`config.mk`:
```
export PLATFORM = sky130hd
export DESIGN_NAME = sar_conversion_sequencer
export DESIGN_NICKNAME = d
export VERILOG_FILES = /design/src/sar_seq_pkg.sv /design/src/sar_conversion_sequencer.sv /design/src/sar_sync3.sv
export VERILOG_INCLUDE_DIRS = /design/src
export SDC_FILE = /design/constraint.sdc
export NUM_CORES = 1
export LEC_CHECK = 0
export BUFFER_PORTS_ARGS = -buffer_cell sky130_fd_sc_hd__buf_4
export CAP_MARGIN = 20
export CORE_MARGIN = 4
export CORE_UTILIZATION = 45
export CTS_CLUSTER_SIZE = 12
export DETAILED_ROUTE_END_ITERATION = 6
export PLACE_DENSITY_LB_ADDON = 0.12
export SLEW_MARGIN = 10
export SYNTH_ARGS = -nofsm -noshare
export SYNTH_HDL_FRONTEND = slang
export SYNTH_SLANG_ARGS = --single-unit
export TNS_END_PERCENT = 30
```
`constraint.sdc`:
```
create_clock -name i_clk_sys -period 4.94 [get_ports i_clk_sys]
set_input_delay 0.741 -clock i_clk_sys [delete_from_list [all_inputs] [get_ports i_clk_sys]]
set_output_delay 0.741 -clock i_clk_sys [all_outputs]
set_load 0.05 [all_outputs]
```
`src/sar_seq_consts.svh`:
```
// Timing counts, bit widths and reset values of the conversion sequencer.
`ifndef SAR_SEQ_CONSTS_SVH
`define SAR_SEQ_CONSTS_SVH

`define SAR_CLK_PERIOD_PS       25000
`define SAR_BITS                12
`define SAR_GATED_CYCLES        13
`define SAR_STOP_DELAY_NS       40
`define SAR_STOP_DELAY_CYC      (((`SAR_STOP_DELAY_NS * 1000) + `SAR_CLK_PERIOD_PS - 1) / `SAR_CLK_PERIOD_PS)
`define SAR_LSB_LEAD_NS         20
`define SAR_START_MIN_NS        100
`define SAR_START_MIN_CYC       (((`SAR_START_MIN_NS * 1000) + `SAR_CLK_PERIOD_PS - 1) / `SAR_CLK_PERIOD_PS)
`define SAR_BIT_PERIOD_CYC      12
`define SAR_MAX_CONV_12_NS      10000
`define SAR_MAX_CONV_10_NS      8500
`define SAR_MAX_CONV_8_NS       6800
`define SAR_RESULT_RESET        12'hFFF
`define SAR_DELAY_W             8

`endif

```
`src/sar_seq_pkg.sv`:
```
// Types shared by the conversion sequencer files.
package sar_seq_pkg;

    typedef enum logic [1:0] {
        ST_IDLE  = 2'b00,
        ST_ARMED = 2'b01,
        ST_CONV  = 2'b10,
        ST_TAIL  = 2'b11
    } seq_state_t;

    // Result pins as driven toward the host.
    typedef struct packed {
        logic [11:0] data_n;
        logic        msb_inv;
        logic        busy;
    } result_bus_t;

endpackage

```
`src/sar_conversion_sequencer.sv`:
```
// Successive-approximation conversion sequencer with gated bit clock.
`timescale 1ns/1ps
`default_nettype none
`include "sar_seq_consts.svh"

module sar_conversion_sequencer #(
    parameter int unsigned BITS       = `SAR_BITS,
    parameter int unsigned HALF_CYC   = `SAR_BIT_PERIOD_CYC / 2,
    parameter int unsigned STOP_CYC   = `SAR_STOP_DELAY_CYC
) (
    input  wire logic                     i_clk_sys,
    input  wire logic                     i_nrst,
    input  wire logic                     i_convert_start,
    input  wire logic                     i_comp_keep,
    input  wire logic                     i_early_stop,
    output var  sar_seq_pkg::result_bus_t o_result,
    output logic [11:0]                   o_dac_trial,
    output logic                          o_gated_clk,
    output logic                          o_busy
);
    localparam logic [3:0] LAST_STEP = 4'(BITS);
    localparam logic [3:0] CYC_LAST  = 4'(`SAR_GATED_CYCLES);
    localparam logic [7:0] HALF_W    = 8'(HALF_CYC);
    localparam logic [7:0] STOP_W    = 8'(STOP_CYC);
    // An early stop is seen one cycle after its decision, so its tail starts one count on.
    localparam logic [7:0] EARLY_TAIL = (STOP_W > 8'h01) ? 8'h01 : 8'h00;

    typedef struct packed {
        sar_seq_pkg::seq_state_t fsm;
        logic                    start_prev;
        logic [11:0]             sar;        // Pin-form register, bit 11 is MSB, low means one.
        logic [12:0]             shift;      // Marker shift register, zero-filled, one position per step.
        logic [3:0]              step;       // Current bit under test, 0 before first.
        logic [3:0]              cycles;     // Gated clock cycles elapsed.
        logic [7:0]              phase;      // Sysclock count within half a gated cycle.
        logic                    clk_lvl;
        logic                    inhibit;
        logic                    busy;
        logic [7:0]              tail;
        logic [11:0]             data_n;
        logic                    msb_inv;
    } core_state_t;

    core_state_t st;
    core_state_t next_st;
    logic        start_lvl;

    // Start pin is asynchronous to the system clock.
    sar_sync3 u_start_sync (
        .i_clk_sys (i_clk_sys),
        .i_nrst    (i_nrst),
        .i_async   (i_convert_start),
        .o_level   (start_lvl)
    );

    // Main sequencer: all state advances here once per system clock.
    always_comb begin
        next_st            = st;
        next_st.start_prev = start_lvl;

        unique case (st.fsm)
            sar_seq_pkg::ST_IDLE, sar_seq_pkg::ST_TAIL: begin
                if (st.start_prev && !start_lvl) begin
                    next_st.fsm  = sar_seq_pkg::ST_ARMED;
                    next_st.busy = 1'b1;
                end
            end
            sar_seq_pkg::ST_ARMED: begin
                if (start_lvl) begin
                    next_st.fsm     = sar_seq_pkg::ST_CONV;
                    next_st.inhibit = 1'b0;
                    next_st.sar     = `SAR_RESULT_RESET;
                    next_st.shift   = 13'h0001;
                    next_st.step    = 4'h0;
                    next_st.cycles  = 4'h0;
                    next_st.phase   = 8'h00;
                    next_st.clk_lvl = 1'b0;
                end
            end
            sar_seq_pkg::ST_CONV: begin
                if (st.clk_lvl && st.phase == 8'h00 && st.step != 4'h0 && !i_early_stop) begin
                    next_st.fsm  = sar_seq_pkg::ST_TAIL;
                    next_st.tail = EARLY_TAIL;
                end else if (st.phase == HALF_W - 8'h01) begin
                    next_st.phase   = 8'h00;
                    next_st.clk_lvl = ~st.clk_lvl;
                    if (!st.clk_lvl) begin
                        if (st.step == 4'h0) begin
                            next_st.sar = 12'h7FF;
                        end else begin
                            // MSB toward LSB
                            // A kept bit drives its pin low, as the outputs are negative-true.
                            next_st.sar[12 - st.step] = ~i_comp_keep;
                            if (st.step < LAST_STEP) begin
                                next_st.sar[11 - st.step] = 1'b0;
                            end
                        end
                        next_st.step   = st.step + 4'h1;
                        next_st.cycles = st.cycles + 4'h1;
                        // thirteen gated cycles
                        // The last pulse stays high until the inhibit returns with busy low.
                        if (st.step == LAST_STEP || st.cycles == CYC_LAST - 4'h1) begin
                            next_st.fsm  = sar_seq_pkg::ST_TAIL;
                            next_st.tail = 8'h00;
                        end
                    end else begin
                        next_st.shift = {st.shift[11:0], 1'b0};
                    end
                end else begin
                    next_st.phase = st.phase + 8'h01;
                end
            end
        endcase

        if (st.fsm == sar_seq_pkg::ST_TAIL && st.busy) begin
            if (st.tail == STOP_W - 8'h01) begin
                next_st.busy = 1'b0;
                next_st.inhibit = 1'b1;
                next_st.fsm = sar_seq_pkg::ST_IDLE;
            end else begin
                next_st.tail = st.tail + 8'h01;
            end
        end

        next_st.data_n  = next_st.sar;
        next_st.msb_inv = ~next_st.sar[11];
    end

    // Synchronous reset puts the block idle with clock inhibited.
    always_ff @(posedge i_clk_sys) begin
        if (!i_nrst) begin
            st            <= '0;
            st.fsm        <= sar_seq_pkg::ST_IDLE;
            st.start_prev <= 1'b1;
            st.inhibit    <= 1'b1;
            st.sar        <= `SAR_RESULT_RESET;
            st.data_n     <= `SAR_RESULT_RESET;
        end else begin
            st <= next_st;
        end
    end

    assign o_busy           = st.busy;
    assign o_gated_clk      = st.clk_lvl & ~st.inhibit;
    // The converter side wants the trial in true form.
    assign o_dac_trial      = ~st.sar;
    assign o_result.data_n  = st.data_n;
    assign o_result.msb_inv = st.msb_inv;
    assign o_result.busy    = st.busy;
endmodule
`default_nettype wire

```
`src/sar_sync3.sv`:
```
// Three-stage synchroniser for one asynchronous pin, with agreement filter.
`timescale 1ns/1ps
`default_nettype none
module sar_sync3 (
    input  wire logic i_clk_sys,
    input  wire logic i_nrst,
    input  wire logic i_async,
    output var  logic o_level
);
    typedef struct packed {
        logic s1;
        logic s2;
        logic s3;
        logic lvl;
    } sync_state_t;

    sync_state_t st;
    sync_state_t next_st;

    // The first stage feeds only the second; the filter looks at stages two and three.
    always_comb begin
        next_st     = st;
        next_st.s1  = i_async;
        next_st.s2  = st.s1;
        next_st.s3  = st.s2;
        if (st.s2 == st.s3) begin
            next_st.lvl = st.s3;
        end
    end

    // Start pin idles high, so the filtered level resets high.
    always_ff @(posedge i_clk_sys) begin
        if (!i_nrst) begin
            st <= 4'hF;
        end else begin
            st <= next_st;
        end
    end

    assign o_level = st.lvl;
endmodule
`default_nettype wire

```
== Word level (Yosys, flattened, before mapping) ==
Index checks and enable logic that the tools add are counted.

* Register bits after elaboration: 59
* Input port bits: 5
* Output and inout bits: 28

* Add/sub/neg operators: 6
* Magnitude comparators: 5
* Equal/unequal tests: 13
* Muxes and demuxes: 36
* Bitwise gates (word level): 8
* Reduce and logical (&&, ||, !) cells: 20

{| class="wikitable"
|+ Operator list
! kind !! count
|-
| one-hot mux 42 bit (2 select lines) || 1
|-
| greater-or-equal comparator 32 x 1 -> 1 bit, second input constant || 2
|-
| < comparator 32 x 5 -> 1 bit, second input constant || 2
|-
| two-way mux 8 bit || 8
|-
| two-way mux 43 bit || 1
|-
| two-way mux 42 bit || 1
|-
| two-way mux 12 bit || 3
|-
| two-way mux 33 bit || 1
|-
| inverter 12 bit || 2
|-
| two-way mux 2 bit || 9
|-
| adder 8 x 1 -> 8 bit, second input constant || 2
|-
| two-way mux 13 bit || 1
|-
| AND 12 bit || 1
|-
| bitwise mux 12 bit || 1
|-
| two-way mux 10 bit || 1
|-
| AND reduction 5 bit || 2
|-
| subtractor 4 x 4 -> 5 bit, first input constant || 2
|-
| adder 4 x 1 -> 4 bit, second input constant || 2
|-
| demux 1 bit (select 4 bit) || 2
|-
| equality test 4 bit, second input constant || 2
|-
| equality test 8 x 1 -> 1 bit, second input constant || 1
|-
| equality test 8 x 3 -> 1 bit, second input constant || 1
|-
| logical NOT 8 bit || 1
|-
| inequality test 2 bit, second input constant || 4
|-
| 19 further kinds || 35
|}

== Longest topological paths before layout ==
Gate-level depths: netlist (run 1).

* Word-level depth: 14
* Depth in mapped cells: 9
* Depth with buffers taken out: 7

== Modules after synthesis ==
From an unflattened synthesis (run 1), not the netlist that was laid out.

* Cell total of the unflattened synthesis: 367
* Area, all modules: 2890.3 um^2

{| class="wikitable"
|+ Modules (own cells, without submodules)
! module !! times used !! cells an instance !! area an instance (um^2) !! sequential area each (um^2)
|-
| sar_conversion_sequencer || 1 || 357 || 2777.7 || 860.8
|-
| sar_sync3 || 1 || 10 || 112.6 || 80.1
|}

== Least setup slack after synthesis (run 1) ==
No wires, ideal clock.

* Path kind: register to register
* Start: register st[66] (netlist bit)
* End: register st[39] (netlist bit)
* Library setup time: 87 ps
* Data arrival time: 2080 ps
* Data required time: 4853 ps
* Slack: 2773 ps
* Cell stages (with the launch flop): 9
* Cell sequence: dfxtp_1 > inv_1 > ha_1 > clkbuf_1 > nand2b_1 > nor3_1 > nand3_1 > or4_1 > o31ai_1

* Word-level cells in the longest chain between the ends: 3

{| class="wikitable"
|+ Ends and longest elaborated chain
! what !! RTL line !! text
|-
| start, declared || sar_conversion_sequencer.sv:44 || <nowiki>core_state_t st;</nowiki>
|-
| start signal, assigned || sar_conversion_sequencer.sv:139 || <nowiki>st <= next_st;</nowiki>
|-
| equality test 2 bit / equality test 2 x 1 -> 1 bit (equally long branches) || sar_conversion_sequencer.sv:61 || <nowiki>unique case (st.fsm)</nowiki>
|-
| inequality test 2 bit (no line), or another cell as far along || n/a ||
|-
| AND reduction 5 bit (no line) || n/a ||
|}

Several ways; a longest one is shown, not always the timed one.
A chain may end at the register's enable or synchronous reset.

== Worst setup path after layout (run 1) ==
* Start: register st[29] (netlist bit)
* End: register st, in the netlist o_result[5]

* Word-level cells in the longest chain between the ends: 6

{| class="wikitable"
|+ Ends and longest elaborated chain
! what !! RTL line !! text
|-
| logical NOT 8 bit || sar_conversion_sequencer.sv:81 || <nowiki>if (st.clk_lvl && st.phase == 8'h00 && st.step != 4'h0 && !i_early_stop) begin</nowiki>
|-
| logical AND 1 bit (3 in series) || sar_conversion_sequencer.sv:81 ||
|-
| inequality test 2 bit (no line) || n/a ||
|-
| AND reduction 5 bit (no line) (*) || n/a ||
|}

Every way passes the cells marked *; elsewhere a longest branch is shown, timed or not.

==> results by group, run 1 <==
Run status
  – Result of the run: finished, final reports clean

STA
  – RSZ-0062 raised after global routing: false
  – Worst hold slack across all endpoints: between 400 and 500 ps
  – Post-route clock skew: between 10 and 15 ps
  – Setup total negative slack: 0 ps
  – Final-report setup violation count: 0
  – Crit share post-route: between 50 and 60%
  – Number of max-slew violations in the final report: 0
  – Achievable Freq: 0.382 GHz
  – Clock period minus worst slack: between 2000 and 3000 ps
  – Final Hold Viols: 0
  – Actual slew at the worst max-slew pin: about 1000 ps
  – Relative slew slack: approximately a third

Die
  – Die X-Extent: about 88 microns
  – Height of the die: around 88 microns
  – Die area: just under 0.008 sq mm
  – FP Rows: 28
  – Core outline area: slightly above 0.006 sq mm
  – Initial cell density of the core: roughly 48%
  – Number of top-level pins: 33

Yosys
  – Syn avg cell area: 8.07 sq um
  – Synthesized instance count: 358
  – Share of the synthesized area in compound gates (AO/OA/AOI/OAI): 25.4%
  – Main combinational cell family by area after synthesis: compound AO/OA/AOI/OAI gates
  – Area leader, netlist: sky130_fd_sc_hd__dfxtp_1
  – Fraction of the mapped netlist area in adder cells: about 6.9%
  – Top cell type's share of synthesized area: about a third
  – Yosys warns: 0
  – Share of synthesized area occupied by flip-flops and latches: 32.6%
  – Netlist area before placement: just under 0.003 sq mm
  – Flip-flop cell with the highest count after synthesis: sky130_fd_sc_hd__dfxtp_1
  – Post-synthesis xor/xnor area fraction: between 1.5 and 2%
  – EDFF count, synth: 0
  – Top area cells in the synthesized netlist: sky130_fd_sc_hd__dfxtp_1 (33%), sky130_fd_sc_hd__ha_1 (6.9%), sky130_fd_sc_hd__a21oi_1 (5.7%)
  – Number of distinct library cells after synthesis: 52
  – Area fraction in and, or, nand and nor cells after synthesis: 19.9%
  – Mux contribution to synthesized area: between 2 and 3%
  – Post-synth net total: ~380
  – Share of synthesized flip-flops with an asynchronous set or reset: 0%
  – Flip-flop and latch count after synthesis: between 40 and 50

GRT
  – Via count of the first global-routing pass: ~2300
  – Pin count of the biggest net entering global routing: 23
  – Global-route wire length before repair: 11.0 mm
  – Number of antenna violations at the first check in global routing: 0
  – Global-route usage over all layers: between 15 and 20%
  – GR Overflow Total: 0

Finish
  – Layout-stage area growth over the synthesis result: 8.10%
  – Commonest cells after routing, fill and taps aside: sky130_fd_sc_hd__dfxtp_1 (47), sky130_fd_sc_hd__inv_1 (33), sky130_fd_sc_hd__a21oi_1 (33)
  – Post-layout utilization of the core: about half
  – Antenna diode count: 0
  – Leading cell type in the layout, fill and taps excluded: sky130_fd_sc_hd__dfxtp_1
  – Layout cell share with drive strength beyond 1: between 10% and 20%
  – Nets: 388

Critical path
  – Kind of capture point of the worst setup path: flip-flop
  – Type of the worst setup path: reg2reg
  – Reg-to-reg slack, setup: roughly 2300 ps
  – Arr. time, crit path: roughly 2800 ps
  – Beginning of the worst register-to-register path: st[29]$_SDFFE_PN0P_
  – Kind of start point of the critical path: flip-flop
  – Required time of the critical path: 5140 ps
  – Logic depth of the worst register-to-register path: 5
  – Terminus of the critical flop-to-flop path: o_result[5]$_SDFFE_PN1P_
  – Maximum net fanout on the critical path: 11

Power and ir drop
  – Net Sw Frac: 43.8%
  – Clock share of power: between 10% and 20%
  – Total net switching power: roughly 530 uW
  – Peak supply drop: between 0.2 and 0.3 mV
  – Internal Power: a little under 700 uW
  – Leakage Power: between 0.001 and 0.0015 uW
  – Part of the power in combinational logic: 43.3%
  – Power density over cell area: a little under 400 mW/mm^2
  – Sequential share of power: between 30 and 40%

Route
  – Via-to-Cell Ratio: 5.77
  – Overall via count from detail_route: 2554
  – # DRC: 0
  – Routed len/inst: 15.0 microns
  – Drt initial violations: slightly below 100
  – Number of nets with antenna violations after detailed routing: 0
  – Count of TritonRoute iterations in the first routing pass: 4
  – WL final: around 6.7 mm

Clocking
  – TritonCTS Buffers: 5
  – CTS root buf: sky130_fd_sc_hd__clkbuf_8
  – Hold buffers post-CTS: 0
  – TritonCTS clock tree: done
  – Sinks on Clock Net: 47
  – Number of H-tree branching levels: 2
  – Max clock buf depth: 2
  – Number of buffers added for setup after CTS: 0
  – Post_cts resized: 0
  – Clock insertion delay at the later pin of the skew report: 300 ps
  – Clock input transition at the sequential cells of the worst setup and hold paths: approximately 80 ps

Hold path
  – Hold endpoint: u_start_sync.next_st[1]$_SDFF_PN1_
  – Count of cells along the worst hold path: 1
  – Path category of the worst min-delay check: reg2reg
  – Beginning of the worst hold path: u_start_sync.next_st[2]$_SDFF_PN1_

Placement
  – Detailed placement HPWL: roughly 4.7 mm
  – Final estimated routing congestion in global placement: around 0.86
  – Count of buffers from port buffering: 32

Run
  – Number of violations of the max-capacitance limit: 0
==> critical path, cell delays in order, from the launching register on <==
cell and delay (ps):
sky130_fd_sc_hd__dfxtp_1 340, sky130_fd_sc_hd__or4_1 610, sky130_fd_sc_hd__or4_1 500, sky130_fd_sc_hd__nor2_1 680, sky130_fd_sc_hd__o2111ai_1 190, sky130_fd_sc_hd__nor2b_1 180
==> metal layers <==
metal  track usage (%)  wire length, microns  vias up
met5                 0                     0        -
met1              24.7                  3360     1193
met2              27.5                  2900       57
met3              3.20                   293       13
li1                  -                     -     1291
met4              4.81                    98        0
==> metrics by stage <==
step	cells	instance area, sq um	setup WS (ps)	total power (uW)
4_1_cts	443	3120	2320	1210
3_3_place_gp	435	3040	2340	985
6_report	443	3120	2320	1210
2_1_floorplan	358	2890	2770	901
3_5_place_dp	435	3040	2330	988
5_1_grt	443	3120	2080	1270
==> cell families (layout without fill, tap and decap cells) <==
| family | Yosys count | after routing |
|---|---|---|
| AOI/OAI and AO/OA | 109 | 109 |
| xor gates and xnor gates | 6 | 6 |
| adders and majority gates | 16 | 16 |
| buffers and inverters | 63 | 73 |
| DFF | 47 | 47 |
| muxes | 8 | 8 |
| and+or+nand+nor | 109 | 109 |
==> power groups by stage <==
stage | clock, uW | sequential (uW) | combinational [uW]
after floorplan | 0 | 456 | 446
after global placement | 0 | 463 | 522
after detailed placement | 0 | 465 | 523
after CTS | 232 | 456 | 524
after global routing | 248 | 464 | 558
final | 227 | 456 | 522
==> final cells by class <==
cell class,instances,area (sq um)
multi-input cells,248,1640
inverters,33,124
well taps,75,93.8
repair buffers,32,240
fillers,608,2940
clock inverters,1,5.00
clock buffers,7,76.3
flip-flops and latches,47,941
==> how the worst max path moves through the flow <==
stage                     slack, ps  cells after the start                start                       end
after global placement         2340                      5  st[29]$_SDFFE_PN0P_  o_result[5]$_SDFFE_PN1P_
after floorplan                2770                      8    st[66]$_SDFF_PN0_       st[39]$_SDFFE_PN0P_
after CTS                      2320                      5  st[29]$_SDFFE_PN0P_  o_result[5]$_SDFFE_PN1P_
final                          2320                      5  st[29]$_SDFFE_PN0P_  o_result[5]$_SDFFE_PN1P_
after detailed placement       2330                      5  st[29]$_SDFFE_PN0P_  o_result[5]$_SDFFE_PN1P_
after global routing           2080                      7  st[36]$_SDFFE_PN0P_       st[28]$_SDFFE_PN0P_
==> cell usage after synthesis, drive strengths merged, types with 7 or more instances <==
library cell / instances
dfxtp: 47
a21oi: 33
inv: 33
nor2: 24
buf: 19
nand2: 18
nand3: 17
ha: 16
o21ai: 16
a31oi: 11
clkbuf: 11
a211o: 10
nand2b: 9
nor2b: 8
a21o: 7
mux2i: 7
nand4: 7
==> sequential cells by signal (all words and copies together) (netlist names), named ones only <==
signal / cells
u_start_sync.next_st: 2
st: 29
o_busy: 1
u_start_sync.st: 1
u_start_sync.o_level: 1
o_result: 12
(Power assumes the default switching activity.)
==> run 2, diff against run 1 <==
- clock period: 4.94 -> 2.55 ns (I/O delays scaled with it)
==> results by group, run 2 (synthesis gave the netlist of run 1 again) <==
Route
  – WL final: 6.82 mm (was 6.65 mm)
  – Number of nets with antenna violations after detailed routing: 0 (unchanged)
  – Via-to-Cell Ratio: 5.67 (was 5.77)
  – Drt initial violations: 123 (was 97)
  – Count of TritonRoute iterations in the first routing pass: 4 (unchanged)
  – Routed len/inst: 14.9 microns (was 15.0 microns)
  – # DRC: 0 (unchanged)
  – Overall via count from detail_route: 2589 (was 2554)

GRT
  – Global-route usage over all layers: 17.9% (was 17.5%)
  – Number of antenna violations at the first check in global routing: 0 (unchanged)
  – Pin count of the biggest net entering global routing: 23 (unchanged)
  – Via count of the first global-routing pass: 2355 (was 2331)
  – Global-route wire length before repair: 11.1 mm (was 11.0 mm)
  – GR Overflow Total: 0 (unchanged)

Power and ir drop
  – Net Sw Frac: 41.5% (was 43.8%)
  – Power density over cell area: 764 mW/mm^2 (was 386 mW/mm^2)
  – Power Total: 2490 uW (was 1210 uW)
  – Leakage Power: 0.00146 uW (was 0.00138 uW)
  – Total net switching power: 1030 uW (was 528 uW)
  – Clock share of power: 23.0% (was 18.8%)
  – Part of the power in combinational logic: 41.6% (was 43.3%)
  – Peak supply drop: 0.550 mV (was 0.279 mV)
  – Sequential share of power: 35.4% (was 37.9%)
  – Internal Power: 1460 uW (was 677 uW)

Clocking
  – Clock insertion delay at the later pin of the skew report: 300 ps (about the same)
  – Sinks on Clock Net: 47 (unchanged)
  – Hold buffers post-CTS: 0 (unchanged)
  – Post_cts resized: 0 (unchanged)
  – Clock input transition at the sequential cells of the worst setup and hold paths: 90 ps (was 80 ps)
  – CTS root buf: sky130_fd_sc_hd__clkbuf_8 (unchanged)
  – TritonCTS clock tree: done (unchanged)
  – Number of H-tree branching levels: 2 (unchanged)
  – Number of buffers added for setup after CTS: 0 (unchanged)
  – Max clock buf depth: 2 (unchanged)
  – TritonCTS Buffers: 5 (unchanged)

Hold path
  – Beginning of the worst hold path: i_convert_start (was u_start_sync.next_st[2]$_SDFF_PN1_)
  – Path category of the worst min-delay check: in2reg (was reg2reg)
  – Count of cells along the worst hold path: 2 (was 1)
  – Hold endpoint: u_start_sync.next_st[2]$_SDFF_PN1_ (was u_start_sync.next_st[1]$_SDFF_PN1_)

Placement
  – Count of buffers from port buffering: 32 (unchanged)
  – Final estimated routing congestion in global placement: 0.801 (was 0.860)
  – Detailed placement HPWL: 4.89 mm (was 4.74 mm)

Die
  – Number of top-level pins: 33 (unchanged)
  – Core outline area: 0.00606 sq mm (unchanged)
  – Height of the die: 88.1 microns (unchanged)
  – Initial cell density of the core: 47.7% (unchanged)
  – Die X-Extent: 88.1 microns (unchanged)
  – Die area: 0.00777 sq mm (unchanged)
  – FP Rows: 28 (unchanged)

Finish
  – Commonest cells after routing, fill and taps aside: sky130_fd_sc_hd__dfxtp_1 (47), sky130_fd_sc_hd__buf_4 (46), sky130_fd_sc_hd__inv_1 (33), sky130_fd_sc_hd__a21oi_1 (33), sky130_fd_sc_hd__nor2_1 (24) (was sky130_fd_sc_hd__dfxtp_1 (47), sky130_fd_sc_hd__inv_1 (33), sky130_fd_sc_hd__a21oi_1 (33))
  – Layout cell share with drive strength beyond 1: 16.8% (was 13.0%)
  – Largest register FFs: 29 (unchanged)
  – Layout-stage area growth over the synthesis result: 13.0% (was 8.10%)
  – Antenna diode count: 0 (unchanged)
  – Nets: 402 (was 388)
  – Leading cell type in the layout, fill and taps excluded: sky130_fd_sc_hd__dfxtp_1 (unchanged)
  – Most flop-heavy register: st (unchanged)

Critical path
  – Maximum net fanout on the critical path: 19 (was 11)
  – Required time of the critical path: 2730 ps (was 5140 ps)
  – Biggest cell delay along the critical path: 620 ps (was 680 ps)
  – Arr. time, crit path: 2540 ps (was 2810 ps)
  – Kind of start point of the critical path: flip-flop (unchanged)
  – Launch point of the critical path: st[28]$_SDFFE_PN0P_ (was st[29]$_SDFFE_PN0P_)
  – Terminus of the critical flop-to-flop path: st[34]$_SDFFE_PN0P_ (was o_result[5]$_SDFFE_PN1P_)
  – Kind of capture point of the worst setup path: flip-flop (unchanged)
  – Reg-to-reg slack, setup: 190 ps (was 2320 ps)
  – Kind of cell adding the most delay to the critical path: simple AND/OR/NAND/NOR gates (unchanged)
  – Logic depth of the worst register-to-register path: 5 (unchanged)
  – CP Cell Sequence: or4_1 > o41a_1 > or2_1 > a21oi_1 > o22ai_1 (was or4_1 > or4_1 > nor2_1 > o2111ai_1 > nor2b_1)
  – Type of the worst setup path: reg2reg (unchanged)
  – Number of buffers and inverters on the critical path: 0 (unchanged)
  – CP max-delay cell: sky130_fd_sc_hd__or4_1 (was sky130_fd_sc_hd__nor2_1)
  – Beginning of the worst register-to-register path: st[28]$_SDFFE_PN0P_ (was st[29]$_SDFFE_PN0P_)

STA
  – RSZ-0062 raised after global routing: false (unchanged)
  – Final Hold Viols: 0 (unchanged)
  – Post-route clock skew: 8.04 ps (was 10.1 ps)
  – Actual slew at the worst max-slew pin: 725 ps (was 996 ps)
  – Setup total negative slack: 0 ps (unchanged)
  – Number of max-slew violations in the final report: 0 (unchanged)
  – Crit share post-route: 92.5% (was 52.9%)
  – Relative slew slack: 51.6% (was 33.0%)
  – Achievable Freq: 0.424 GHz (was 0.382 GHz)
  – Final-report setup violation count: 0 (unchanged)
  – Clock period minus worst slack: 2360 ps (was 2620 ps)

Run status
  – Result of the run: finished, final reports clean (unchanged)

Run
  – Number of violations of the max-capacitance limit: 0 (unchanged)
## run 2: cell types whose count changed in the layout (fill, tap and decap cells not counted)
cell,previous run,this run
sky130_fd_sc_hd__bufinv_16,0,1
sky130_fd_sc_hd__buf_4,32,46
sky130_fd_sc_hd__clkbuf_8,5,6
sky130_fd_sc_hd__clkbuf_1,2,0
## run 2: per-layer routing
metal | routed length, microns | global-route usage [%] | part of all wire (%) | vias up
met5 | 0 | 0 | 0 | -
met4 | 68 | 5.22 | 1.0 | 0
met3 | 308 | 3.67 | 4.5 | 8
met2 | 2990 | 26.6 | 44 | 51
met1 | 3450 | 26.0 | 51 | 1216
li1 | - | - | - | 1314
## run 2: power by group through the flow
stage               clock network [uW]  registers [uW]  logic (uW)
floorplan                            0             883         864
global placement                     0             899        1030
detailed placement                   0             902        1040
CTS                                592             885        1040
global route                       622             898        1110
finish                             573             884        1040
## run 2: metrics by stage
stage,utilization (%),worst slack (ps),instances,cell area (sq um),hold WS (ps)
6_report,53.9,190,457,3270,254
4_1_cts,53.9,202,457,3270,251
3_5_place_dp,51.9,207,449,3150,396
5_1_grt,53.9,67.7,457,3270,261
2_1_floorplan,-,383,358,2890,386
3_3_place_gp,51.9,241,449,3150,387
## run 2: area by class of cell
class / count / area, sq um
repair buffers: 46 / 345
clock buffers: 6 / 82.6
multi-input cells: 248 / 1640
clock inverters: 2 / 35.0
flip-flops and latches: 47 / 941
well taps: 75 / 93.8
inverters: 33 / 124
fillers: 589 / 2800
## run 2: worst reg2reg max path: cells and delay by family (launching register included)
kind	cells	cell delay [ps]
and+or+nand+nor	2	1120
DFF	1	340
AOI/OAI and AO/OA	3	790
## run 2: worst max path at each step
stage                                     end  cells after the start
after CTS                 st[34]$_SDFFE_PN0P_                      5
after global placement    st[34]$_SDFFE_PN0P_                      5
after floorplan           st[39]$_SDFFE_PN0P_                      8
after detailed placement  st[34]$_SDFFE_PN0P_                      5
after global routing      st[34]$_SDFFE_PN0P_                      5
final                     st[34]$_SDFFE_PN0P_                      5
